`config.mk`:
```
export PLATFORM = sky130hd
export DESIGN_NAME = vad_page_checksum_regs
export DESIGN_NICKNAME = d
export VERILOG_FILES = /design/src/core/vad_regs_pkg.sv /design/src/core/checksum_accum.sv /design/src/core/vad_page_checksum_regs.sv
export SDC_FILE = /design/constraint.sdc
export NUM_CORES = 1
export LEC_CHECK = 0
export ABC_AREA = 0
export BUFFER_PORTS_ARGS = -buffer_cell sky130_fd_sc_hd__buf_4
export CAP_MARGIN = 20
export CORE_UTILIZATION = 53
export DETAILED_ROUTE_END_ITERATION = 10
export HOLD_SLACK_MARGIN = 0.12
export PLACE_DENSITY = 0.9
export SLEW_MARGIN = 20
export SYNTH_ARGS = -nofsm -noshare
export SYNTH_HDL_FRONTEND = slang
export SYNTH_SLANG_ARGS = --single-unit
```
`constraint.sdc`:
```
create_clock -name clk -period 2.74 [get_ports clk]
set_input_delay 0.548 -clock clk [delete_from_list [all_inputs] [get_ports clk]]
set_output_delay 0.548 -clock clk [all_outputs]
set_load 0.005 [all_outputs]
```
`src/core/vad_regs_pkg.sv`:
```
// register map, field layout and reset values of the page and detector config block
// assumes byte-wide accesses handed over by the control-port engine
`default_nettype none
package vad_regs_pkg;
  localparam int DATA_W = 8;
  localparam int CHAN_N = 4;
  // offsets valid on every page, on page 0 and on page 1
  localparam logic [7:0] PAGE_OFF = 8'h00;
  localparam logic [7:0] CKSUM_OFF = 8'h7E;
  localparam logic [7:0] CFG1_OFF = 8'h1E;
  localparam logic [7:0] CFG2_OFF = 8'h1F;
  localparam logic [7:0] CKSUM_PAGE = 8'h00;
  localparam logic [7:0] CFG_PAGE = 8'h01;
  // reset values
  localparam logic [7:0] PAGE_RST = 8'h00;
  localparam logic [7:0] CKSUM_RST = 8'h00;
  localparam logic [7:0] CFG1_RST = 8'h20;
  localparam logic [7:0] CFG2_RST = 8'h08;
  // bits of config two that hold storage; the rest read as zero
  localparam logic [7:0] CFG2_RW_MASK = 8'hD8;
  // field positions
  localparam int POLICY_LSB = 6;
  localparam int CHAN_LSB = 4;
  localparam int CLKSRC_LSB = 2;
  localparam int RATE_LSB = 0;
  localparam int IRQ_BIT = 6;
  localparam int DWR_BIT = 3;
  // power policy codes
  localparam logic [1:0] POL_USER = 2'h0;
  localparam logic [1:0] POL_DET = 2'h1;
  localparam logic [1:0] POL_DET_UP = 2'h2;
  localparam logic [1:0] POL_DET_DOWN = 2'h3;
  // external clock rates in kHz, indexed by the rate field
  localparam logic [14:0] RATE_KHZ0 = 15'h0C00;
  localparam logic [14:0] RATE_KHZ1 = 15'h1800;
  localparam logic [14:0] RATE_KHZ2 = 15'h3000;
  localparam logic [14:0] RATE_KHZ3 = 15'h4800;
endpackage : vad_regs_pkg
`default_nettype wire

```
`src/core/checksum_accum.sv`:
```
// running checksum over register writes
// assumes load and update are never both high (the caller decodes them apart)
`default_nettype none
module checksum_accum #(
  parameter int W = 8
) (
  // clock and reset
  input wire logic clk,
  input wire logic arst_n,
  // write events
  input wire logic load,
  input wire logic update,
  input wire logic [W-1:0] addr,
  input wire logic [W-1:0] data,
  // running value
  output logic [W-1:0] sum
);
  logic [W-1:0] sum_r;
  logic [W-1:0] sum_nxt;

  // modulo sum of address and data of each update write, a load replaces the sum with data; carries drop on purpose
  assign sum_nxt = load ? data : (update ? W'(sum_r + addr + data) : sum_r);
  assign sum = sum_r;

  always_ff @(posedge clk or negedge arst_n) begin
    if (!arst_n) begin
      sum_r <= '0;
    end else begin
      sum_r <= sum_nxt;
    end
  end
endmodule : checksum_accum
`default_nettype wire

```
`src/core/vad_page_checksum_regs.sv`:
```
// page select, transaction checksum and voice detector configuration registers
// assumes the control-port engine delivers one-cycle byte read and write strobes
`default_nettype none
module vad_page_checksum_regs #(
  parameter int CHANNELS = vad_regs_pkg::CHAN_N
) (
  // clock and reset
  input wire logic clk,
  input wire logic arst_n,
  // register port from the control-port engine
  input wire logic wr_en,
  input wire logic rd_en,
  input wire logic [7:0] addr,
  input wire logic [7:0] wdata,
  output logic [7:0] rdata,
  // user power controls held elsewhere
  input wire logic detector_enable,
  input wire logic converter_power_on,
  // detector events and interrupt request
  input wire logic voice_detected,
  input wire logic silence_detected,
  input wire logic detector_irq,
  // configuration and state towards the datapath
  output logic [7:0] current_page,
  output logic [CHANNELS-1:0] monitored_channel,
  output logic [1:0] detector_clock_source,
  output logic [14:0] detector_ext_clock_khz,
  output logic adc_power_on,
  output logic detector_active,
  // serial data out pin, interrupt use
  output logic serial_data_out_pin_o,
  output logic serial_data_out_pin_oe
);
  logic [7:0] page_r;
  logic [7:0] cfg1_r;
  logic [7:0] cfg2_r;
  logic [7:0] rdata_r;
  logic [7:0] rdata_nxt;
  logic adc_on_r;
  logic adc_on_nxt;
  logic user_prev_r;
  logic [7:0] cksum;

  // -----------------------------------------------------------------
  // address decode
  // -----------------------------------------------------------------
  wire on_cfg_page = (page_r == vad_regs_pkg::CFG_PAGE);
  wire hit_page = (addr == vad_regs_pkg::PAGE_OFF);
  wire hit_cksum = (page_r == vad_regs_pkg::CKSUM_PAGE) && (addr == vad_regs_pkg::CKSUM_OFF);
  wire hit_cfg1 = on_cfg_page && (addr == vad_regs_pkg::CFG1_OFF);
  wire hit_cfg2 = on_cfg_page && (addr == vad_regs_pkg::CFG2_OFF);
  wire wr_page = wr_en && hit_page;
  wire wr_cksum = wr_en && hit_cksum;
  wire wr_cfg1 = wr_en && hit_cfg1;
  wire wr_cfg2 = wr_en && hit_cfg2;

  // -----------------------------------------------------------------
  // field views
  // -----------------------------------------------------------------
  wire [1:0] detector_power_policy = cfg1_r[vad_regs_pkg::POLICY_LSB +: 2];
  wire [1:0] detector_channel_select = cfg1_r[vad_regs_pkg::CHAN_LSB +: 2];
  wire [1:0] detector_ext_clock_rate = cfg1_r[vad_regs_pkg::RATE_LSB +: 2];
  wire serial_out_interrupt_config = cfg2_r[vad_regs_pkg::IRQ_BIT];
  wire detect_while_recording = cfg2_r[vad_regs_pkg::DWR_BIT];

  // -----------------------------------------------------------------
  // register storage
  // -----------------------------------------------------------------
  // page load and hold
  wire [7:0] page_nxt = wr_page ? wdata : page_r;
  wire [7:0] cfg1_nxt = wr_cfg1 ? wdata : cfg1_r;
  wire [7:0] cfg2_nxt = wr_cfg2 ? (wdata & vad_regs_pkg::CFG2_RW_MASK) : cfg2_r;

  always_ff @(posedge clk or negedge arst_n) begin
    if (!arst_n) begin
      page_r <= vad_regs_pkg::PAGE_RST;
      cfg1_r <= vad_regs_pkg::CFG1_RST;
      cfg2_r <= vad_regs_pkg::CFG2_RST;
    end else begin
      page_r <= page_nxt;
      cfg1_r <= cfg1_nxt;
      cfg2_r <= cfg2_nxt;
    end
  end

  checksum_accum #(
    .W(vad_regs_pkg::DATA_W)
  ) u_cksum (
    .clk(clk),
    .arst_n(arst_n),
    .load(wr_cksum),
    .update(wr_en && !hit_cksum),
    .addr(addr),
    .data(wdata),
    .sum(cksum)
  );

  // -----------------------------------------------------------------
  // read path
  // -----------------------------------------------------------------
  // registered readback of page, checksum and config; unmapped offsets return zero
  assign rdata_nxt = !rd_en ? rdata_r :
                     hit_page ? page_r :
                     hit_cksum ? cksum :
                     hit_cfg1 ? cfg1_r :
                     hit_cfg2 ? cfg2_r : 8'h00;

  always_ff @(posedge clk or negedge arst_n) begin
    if (!arst_n) begin
      rdata_r <= 8'h00;
    end else begin
      rdata_r <= rdata_nxt;
    end
  end
  assign rdata = rdata_r;

  // -----------------------------------------------------------------
  // converter power policy
  // -----------------------------------------------------------------
  // user power is seen by edges so either party can move it under split policies
  wire user_up = converter_power_on && !user_prev_r;
  wire user_down = !converter_power_on && user_prev_r;
  wire det_ups = (detector_power_policy == vad_regs_pkg::POL_DET) ||
                 (detector_power_policy == vad_regs_pkg::POL_DET_UP);
  wire det_downs = (detector_power_policy == vad_regs_pkg::POL_DET) ||
                   (detector_power_policy == vad_regs_pkg::POL_DET_DOWN);
  wire up_evt = det_ups ? voice_detected : user_up;
  wire down_evt = det_downs ? silence_detected : user_down;

  // policy only while the detector is enabled
  assign adc_on_nxt = !detector_enable ? converter_power_on :
                      up_evt ? 1'b1 :
                      down_evt ? 1'b0 : adc_on_r;

  always_ff @(posedge clk or negedge arst_n) begin
    if (!arst_n) begin
      adc_on_r <= 1'b0;
      user_prev_r <= 1'b0;
    end else begin
      adc_on_r <= adc_on_nxt;
      user_prev_r <= converter_power_on;
    end
  end
  assign adc_power_on = adc_on_r;

  // -----------------------------------------------------------------
  // detector outputs
  // -----------------------------------------------------------------
  // detection pauses during recording unless allowed
  assign detector_active = detector_enable && (!adc_on_r || detect_while_recording);
  // pin carries interrupts only while nothing records
  assign serial_data_out_pin_oe = detector_enable && serial_out_interrupt_config && !adc_on_r;
  assign serial_data_out_pin_o = serial_data_out_pin_oe && detector_irq;

  // clock source straight from the field
  assign detector_clock_source = cfg1_r[vad_regs_pkg::CLKSRC_LSB +: 2];
  assign current_page = page_r;

  assign detector_ext_clock_khz = (detector_ext_clock_rate == 2'h0) ? vad_regs_pkg::RATE_KHZ0 :
                                  (detector_ext_clock_rate == 2'h1) ? vad_regs_pkg::RATE_KHZ1 :
                                  (detector_ext_clock_rate == 2'h2) ? vad_regs_pkg::RATE_KHZ2 :
                                  vad_regs_pkg::RATE_KHZ3;

  genvar g;
  generate
    for (g = 0; g < CHANNELS; g++) begin : g_chan
      assign monitored_channel[g] = detector_enable && (detector_channel_select == 2'(g));
    end
  endgenerate
endmodule : vad_page_checksum_regs
`default_nettype wire

```
==> results of run 1 <==
[synthesized netlist by cell type, types with 2 or more instances]
library cell   n  area (um2)
a21oi_1       26         130
a21o_1         2        15.0
o21ai_0       14        70.1
xor2_1         4        35.0
and2_1         3        18.8
buf_4         12        90.1
nand2_1       35         131
mux2_2        15         169
a211oi_1       2        15.0
nor4_1         2        12.5
clkbuf_1       3        11.3
mux2i_1        4        40.0
mux2_4         7         105
buf_2          3        15.0
nor3b_1        2        15.0
nor4_4         5         106
nor2_1        20        75.1
o21bai_1       2        15.0
nand2_4        2        22.5
dfstp_2        2        52.6
fa_1           8         160
nor3_1         2        10.0
dfrtp_1       36         901
ha_1          12         150
inv_1         10        37.5
[per-stage QoR]
stage / worst slack (ns) / cells / power [mW] / setup TNS, ns
4_1_cts: 0.0735 / 360 / 1.94 / 0
2_1_floorplan: 0.0790 / 258 / 1.31 / 0
5_1_grt: 0.0184 / 360 / 2.09 / 0
6_report: 0.149 / 360 / 1.95 / 0
3_3_place_gp: -0.0867 / 352 / 1.49 / -0.0867
3_5_place_dp: -0.206 / 352 / 1.54 / -0.206
[final timing paths]
check	start	to	slack, ns	cells after the start
worst max-delay path	u_cksum.sum[1]	u_cksum.sum[7]	0.15	9
worst min-delay path	arst_n	u_cksum.sum[5]	0.22	1
worst max register to register	u_cksum.sum[1]	u_cksum.sum[7]	0.15	9
worst min register to register	cfg2_r[7]	cfg2_r[7]	0.52	1
max in group asynchronous	arst_n	cfg1_r[5]	2.17	1
min in group clk	converter_power_on	user_prev_r	0.38	1
[worst reg2reg max path, stage by stage, from the launching register on]
cell and delay, ns:
dfrtp_1 0.43, fa_1 0.45, ha_1 0.24, fa_1 0.40, a211oi_2 0.26, o21bai_1 0.11
a21oi_1 0.20, xnor2_1 0.16, o21bai_1 0.14, nand3_1 0.08
[routing by layer]
layer / part of all wire / track usage
met5: 0 / 0
met4: 0.024 / 0.118
met3: 0.074 / 0.0563
met2: 0.49 / 0.418
met1: 0.42 / 0.333
[power groups by stage]
stage | sequential (mW) | clock, mW | combinational [mW]
global placement | 0.726 | 0 | 0.769
CTS | 0.720 | 0.401 | 0.818
detailed placement | 0.729 | 0 | 0.815
floorplan | 0.704 | 0 | 0.609
global route | 0.730 | 0.425 | 0.935
finish | 0.721 | 0.394 | 0.833
[sequential cells by signal, summed over array words and instances (netlist names)]
register / count
cfg2_r: 4
current_page: 8
rdata: 8
adc_power_on: 1
u_cksum.sum: 8
user_prev_r: 1
cfg1_r: 8
[placed cells by master, fill, tap and decap left out, types with 3 or more instances in the layout]
| cell type | netlist | layout |
|---|---|---|
| a21oi_1 | 26 | 26 |
| and2_1 | 3 | 3 |
| buf_4 | 12 | 61 |
| clkbuf_8 | 0 | 6 |
| conb_1 | 1 | 10 |
| dfrtp_1 | 36 | 36 |
| fa_1 | 8 | 8 |
| ha_1 | 12 | 12 |
| inv_1 | 10 | 10 |
| mux2_2 | 15 | 15 |
| mux2_4 | 7 | 7 |
| mux2i_1 | 4 | 4 |
| nand2_1 | 35 | 35 |
| nor2_1 | 20 | 20 |
| nor4_4 | 5 | 5 |
| o21ai_0 | 14 | 14 |
| xor2_1 | 4 | 4 |
[final cells by class]
| cell class | instances | area share |
|---|---|---|
| Inverter | 10 | 0.0122 |
| Tap cell | 52 | 0.0211 |
| Clock buffer | 7 | 0.0280 |
| Multi-Input combinational cell | 191 | 0.479 |
| Timing Repair Buffer | 61 | 0.149 |
| Clock inverter | 1 | 0.00162 |
| Sequential cell | 38 | 0.310 |
[cells by family after synthesis]
group | after synthesis | synth area share
compound gates | 50 | 0.109
buf+inv | 29 | 0.0646
flops | 38 | 0.373
fa+ha+maj | 20 | 0.121
simple gates | 80 | 0.190
mux | 26 | 0.123
other cells | 1 | 0.00147
xor+xnor | 5 | 0.0171
[what timing repair did]
item / CTS / global route
hold buffers: 0 / 0
buffers inserted: 0 / 0
gates resized for setup: 0 / 1
setup endpoints to repair: 0 / 1
==> results.json, run 1 <==
{
  "power_frac_seq": 0.370,
  "firstDrtPassIters": 4,
  "gp_congestion": 0.991,
  "skew_ns": 0.00568,
  "slew_violations": 0,
  "io_buffers": 55,
  "fin_nets": 352,
  "grt_start_max_net_pins": 39,
  "cp_top_family": "adder cells",
  "critPathKind": "flop to flop",
  "worstPathRequired_ns": 2.91,
  "relSlewSlack": 0.623,
  "crit_slowest_cell": "fa_1",
  "totalWireLength_um": 5910,
  "cellLeakagePower_nw": 1.52,
  "maxCapViolations": 0,
  "place_area_um2": 2980,
  "netlist_area_um2": 2550,
  "fin_crit_ns": 2.59,
  "stdcell_area_um2": 3080,
  "clock.fmax_ghz": 0.386,
  "clk_pin_slew_ns": 0.07,
  "synth-main-ff-cell": "dfrtp_1",
  "viasPerCell": 5.68,
  "outcome": "complete, no violations",
  "hpwl_um": 4610,
  "swShare": 0.357,
  "finalSetupViolations": 0,
  "ys_types": 41,
  "critPathArrivalTime_ns": 2.76,
  "grt_usage": 0.258,
  "hold_viol_final": 0,
  "path_buf_inv": 0,
  "worst_pin_slew_ns": 0.561,
  "fp-row-count": 24,
  "power.density_nw_per_um2": 632,
  "htree_num_levels": 2,
  "grt_antenna_before_repair": 0,
  "cts_buffer_depth": 2,
  "p_comb_frac": 0.427,
  "yosys_warnings": 0,
  "initial_utilization": 0.567,
  "grt_overflow": 0,
  "clk_latency_ns": 0.29,
  "area_growth_pct": 20.6,
  "ys_seq_area_frac": 0.373,
  "hold_ws_ns": 0.216,
  "end_kind": "flop",
  "peakVddDrop_mv": 0.444,
  "design.die.area_um2": 5100,
  "coreArea_um2": 4500,
  "antenna_left": 0,
  "insertedDiodeCount": 0,
  "clock-root-buffer": "clkbuf_8",
  "drive_gt1_frac": 0.338,
  "drcViolationCount": 0,
  "p_sw_mw": 0.695,
  "fp.dieW_um": 71.4,
  "start_kind": "flop",
  "synth.avg_cell_area_um2": 10.3,
  "via_count": 2044,
  "first_global_vias": 2077,
  "wl_per_cell_um": 16.4,
  "fillers": 327,
  "crit_path_max_fanout": 3,
  "intPower_mw": 1.25,
  "synth_edf_count": 0,
  "multi_input_comb_area_um2": 1480,
  "rsz0062_at_grt": "no",
  "hold_path_class": "input pin to async pin",
  "ys_seq_elements": 38,
  "postLayoutCoreUtil": 0.684,
  "ios": 66,
  "cts_tree": "yes",
  "synth_cells": 249,
  "p_clk_frac": 0.202,
  "crit_chain": "fa_1 -> ha_1 -> fa_1 -> a211oi_2 -> o21bai_1 -> a21oi_1 -> xnor2_1 -> o21bai_1 -> nand3_1",
  "max_stage_delay_ns": 0.45,
  "cts_made_buffers": 5,
  "drt_iter0_markers": 163,
  "cts.sink_count": 38,
  "die_h_um": 71.4,
  "regArea_um2": 953,
  "ys_async_sr_fraction": 1.00,
  "period_share": 0.946,
  "grt_pass1_wl_um": 9870
}
Note: power is estimated with default switching activity, not from simulation.
==> inputs of run 2 (changes only) <==
--- a/config.mk
+++ b/config.mk
@@ -6,12 +6,13 @@
 export NUM_CORES = 1
 export LEC_CHECK = 0
 export ABC_AREA = 0
-export BUFFER_PORTS_ARGS = -buffer_cell sky130_fd_sc_hd__buf_4
+export BUFFER_PORTS_ARGS = -buffer_cell sky130_fd_sc_hd__buf_2
 export CAP_MARGIN = 20
 export CORE_UTILIZATION = 53
 export DETAILED_ROUTE_END_ITERATION = 10
 export HOLD_SLACK_MARGIN = 0.12
 export PLACE_DENSITY = 0.9
+export SETUP_SLACK_MARGIN = 0.3
 export SLEW_MARGIN = 20
 export SYNTH_ARGS = -nofsm -noshare
 export SYNTH_HDL_FRONTEND = slang
==> results.json, run 2 (synthesized netlist as in run 1, its figures left out) <==
{
  "multi_input_comb_area_um2": 1500,
  "ios": 66,
  "worstPathRequired_ns": 2.91,
  "htree_num_levels": 2,
  "tns_ns": 0,
  "drcViolationCount": 0,
  "slew_violations": 0,
  "fillers": 327,
  "viasPerCell": 5.80,
  "fin_nets": 352,
  "finalSetupViolations": 0,
  "rsz0062_at_grt": "yes",
  "clk_pin_slew_ns": 0.07,
  "insertedDiodeCount": 0,
  "hold_viol_final": 0,
  "outcome": "complete, no violations",
  "drt_iter0_markers": 177,
  "grt_usage": 0.252,
  "postLayoutCoreUtil": 0.663,
  "hold_path_class": "input pin to async pin",
  "grt_start_max_net_pins": 39,
  "relSlewSlack": 0.435,
  "worst_pin_slew_ns": 0.848,
  "regArea_um2": 953,
  "p_total_mw": 2.09,
  "die_h_um": 71.4,
  "critPathKind": "input pin to flop",
  "final_common_cell": "buf_2",
  "skew_ns": 0.00369,
  "coreArea_um2": 4500,
  "design.die.area_um2": 5100,
  "final_cell_mix": "buf_2 (55), dfrtp_1 (36), nand2_1 (35)",
  "drive_gt1_frac": 0.354,
  "initial_utilization": 0.567,
  "cellLeakagePower_nw": 1.50,
  "fp.dieW_um": 71.4,
  "crit_path_max_fanout": 4,
  "fin_crit_ns": 2.49,
  "first_global_vias": 2000,
  "clock-root-buffer": "clkbuf_8",
  "cts.sink_count": 38,
  "hold_buffers": 0,
  "firstDrtPassIters": 4,
  "hold_ws_ns": 0.358,
  "clk_latency_ns": 0.29,
  "antenna_left": 0,
  "fp-row-count": 24,
  "via_count": 2088,
  "end_kind": "flop",
  "critPathArrivalTime_ns": 2.66,
  "cts_buffer_depth": 2,
  "gp_congestion": 1.01,
  "cts_made_buffers": 5,
  "hpwl_um": 4350,
  "start_kind": "input pin",
  "wl_per_cell_um": 16.8,
  "maxCapViolations": 0,
  "power.density_nw_per_um2": 701,
  "cts_tree": "yes",
  "grt_overflow": 0,
  "peakVddDrop_mv": 0.409,
  "grt_pass1_wl_um": 9770,
  "totalWireLength_um": 6060,
  "area_growth_pct": 16.8,
  "period_share": 0.908,
  "clock.fmax_ghz": 0.402,
  "io_buffers": 55,
  "grt_antenna_before_repair": 0
}
## run 2: cell types whose count changed in the layout (fill, tap and decap cells not counted)
cell / previous run / this run
a211oi_1: 1 / 0
a211oi_4: 0 / 1
buf_2: 0 / 55
buf_4: 61 / 6
clkbuf_1: 1 / 0
clkbuf_8: 6 / 8
clkinv_2: 1 / 0
fa_1: 8 / 7
fa_2: 0 / 1
ha_1: 12 / 11
ha_2: 0 / 1
nor3_1: 2 / 1
nor3_2: 0 / 1
## run 2: worst max-delay path, cell delays in order
cell	delay (ns)
buf_2	0.14
fa_1	0.48
ha_2	0.21
fa_2	0.37
a211oi_4	0.26
o21bai_1	0.10
a21oi_1	0.18
xnor2_1	0.15
o21bai_1	0.14
nand3_1	0.08
## run 2: final timing paths
kind / startpoint / endpoint / slack (ns) / depth (start not counted)
worst min register to register: rdata[1] / rdata[1] / 0.52 / 2
worst min-delay path: arst_n / current_page[7] / 0.36 / 1
min in group clk: converter_power_on / user_prev_r / 0.39 / 1
worst max register to register: u_cksum.sum[1] / u_cksum.sum[7] / 0.29 / 9
max in group asynchronous: arst_n / u_cksum.sum[5] / 1.85 / 1
worst max-delay path: wdata[1] / u_cksum.sum[7] / 0.25 / 10
## run 2: per-stage QoR
| stage | setup slack [ns] | cell area (um2) | std cells |
|---|---|---|---|
| floorplan | 0.276 | 2600 | 258 |
| global placement | 0.0614 | 2830 | 349 |
| detailed placement | -0.0494 | 2830 | 349 |
| CTS | 0.279 | 2960 | 359 |
| global route | 0.181 | 2980 | 360 |
| finish | 0.253 | 2980 | 360 |
## run 2: cell type report
| class | instances | area share |
|---|---|---|
| inverters | 10 | 0.0126 |
| repair buffers | 61 | 0.107 |
| well taps | 52 | 0.0218 |
| clock buffers | 8 | 0.0369 |
| multi-input cells | 191 | 0.502 |
| flip-flops and latches | 38 | 0.319 |
## run 2: what timing repair did
| action | 4_1_cts | 5_1_grt |
|---|---|---|
| endpoints found under the setup margin | 1 | 3 |
| setup buffers | 2 | 1 |
| cloned | 0 | 0 |
| resized for setup | 0 | 3 |
| pin swaps | 3 | 4 |
## run 2: routing by layer
metal / track usage / wire, um
met5: 0 / 0
met4: 0.102 / 124
met3: 0.0380 / 316
met2: 0.417 / 3000
met1: 0.335 / 2620
## run 2: power breakdown
group          switching (mW)  total, mW  internal, mW
clock                   0.200      0.454         0.254
sequential             0.0775      0.715         0.638
combinational           0.484      0.921         0.437
total                   0.762       2.09          1.33
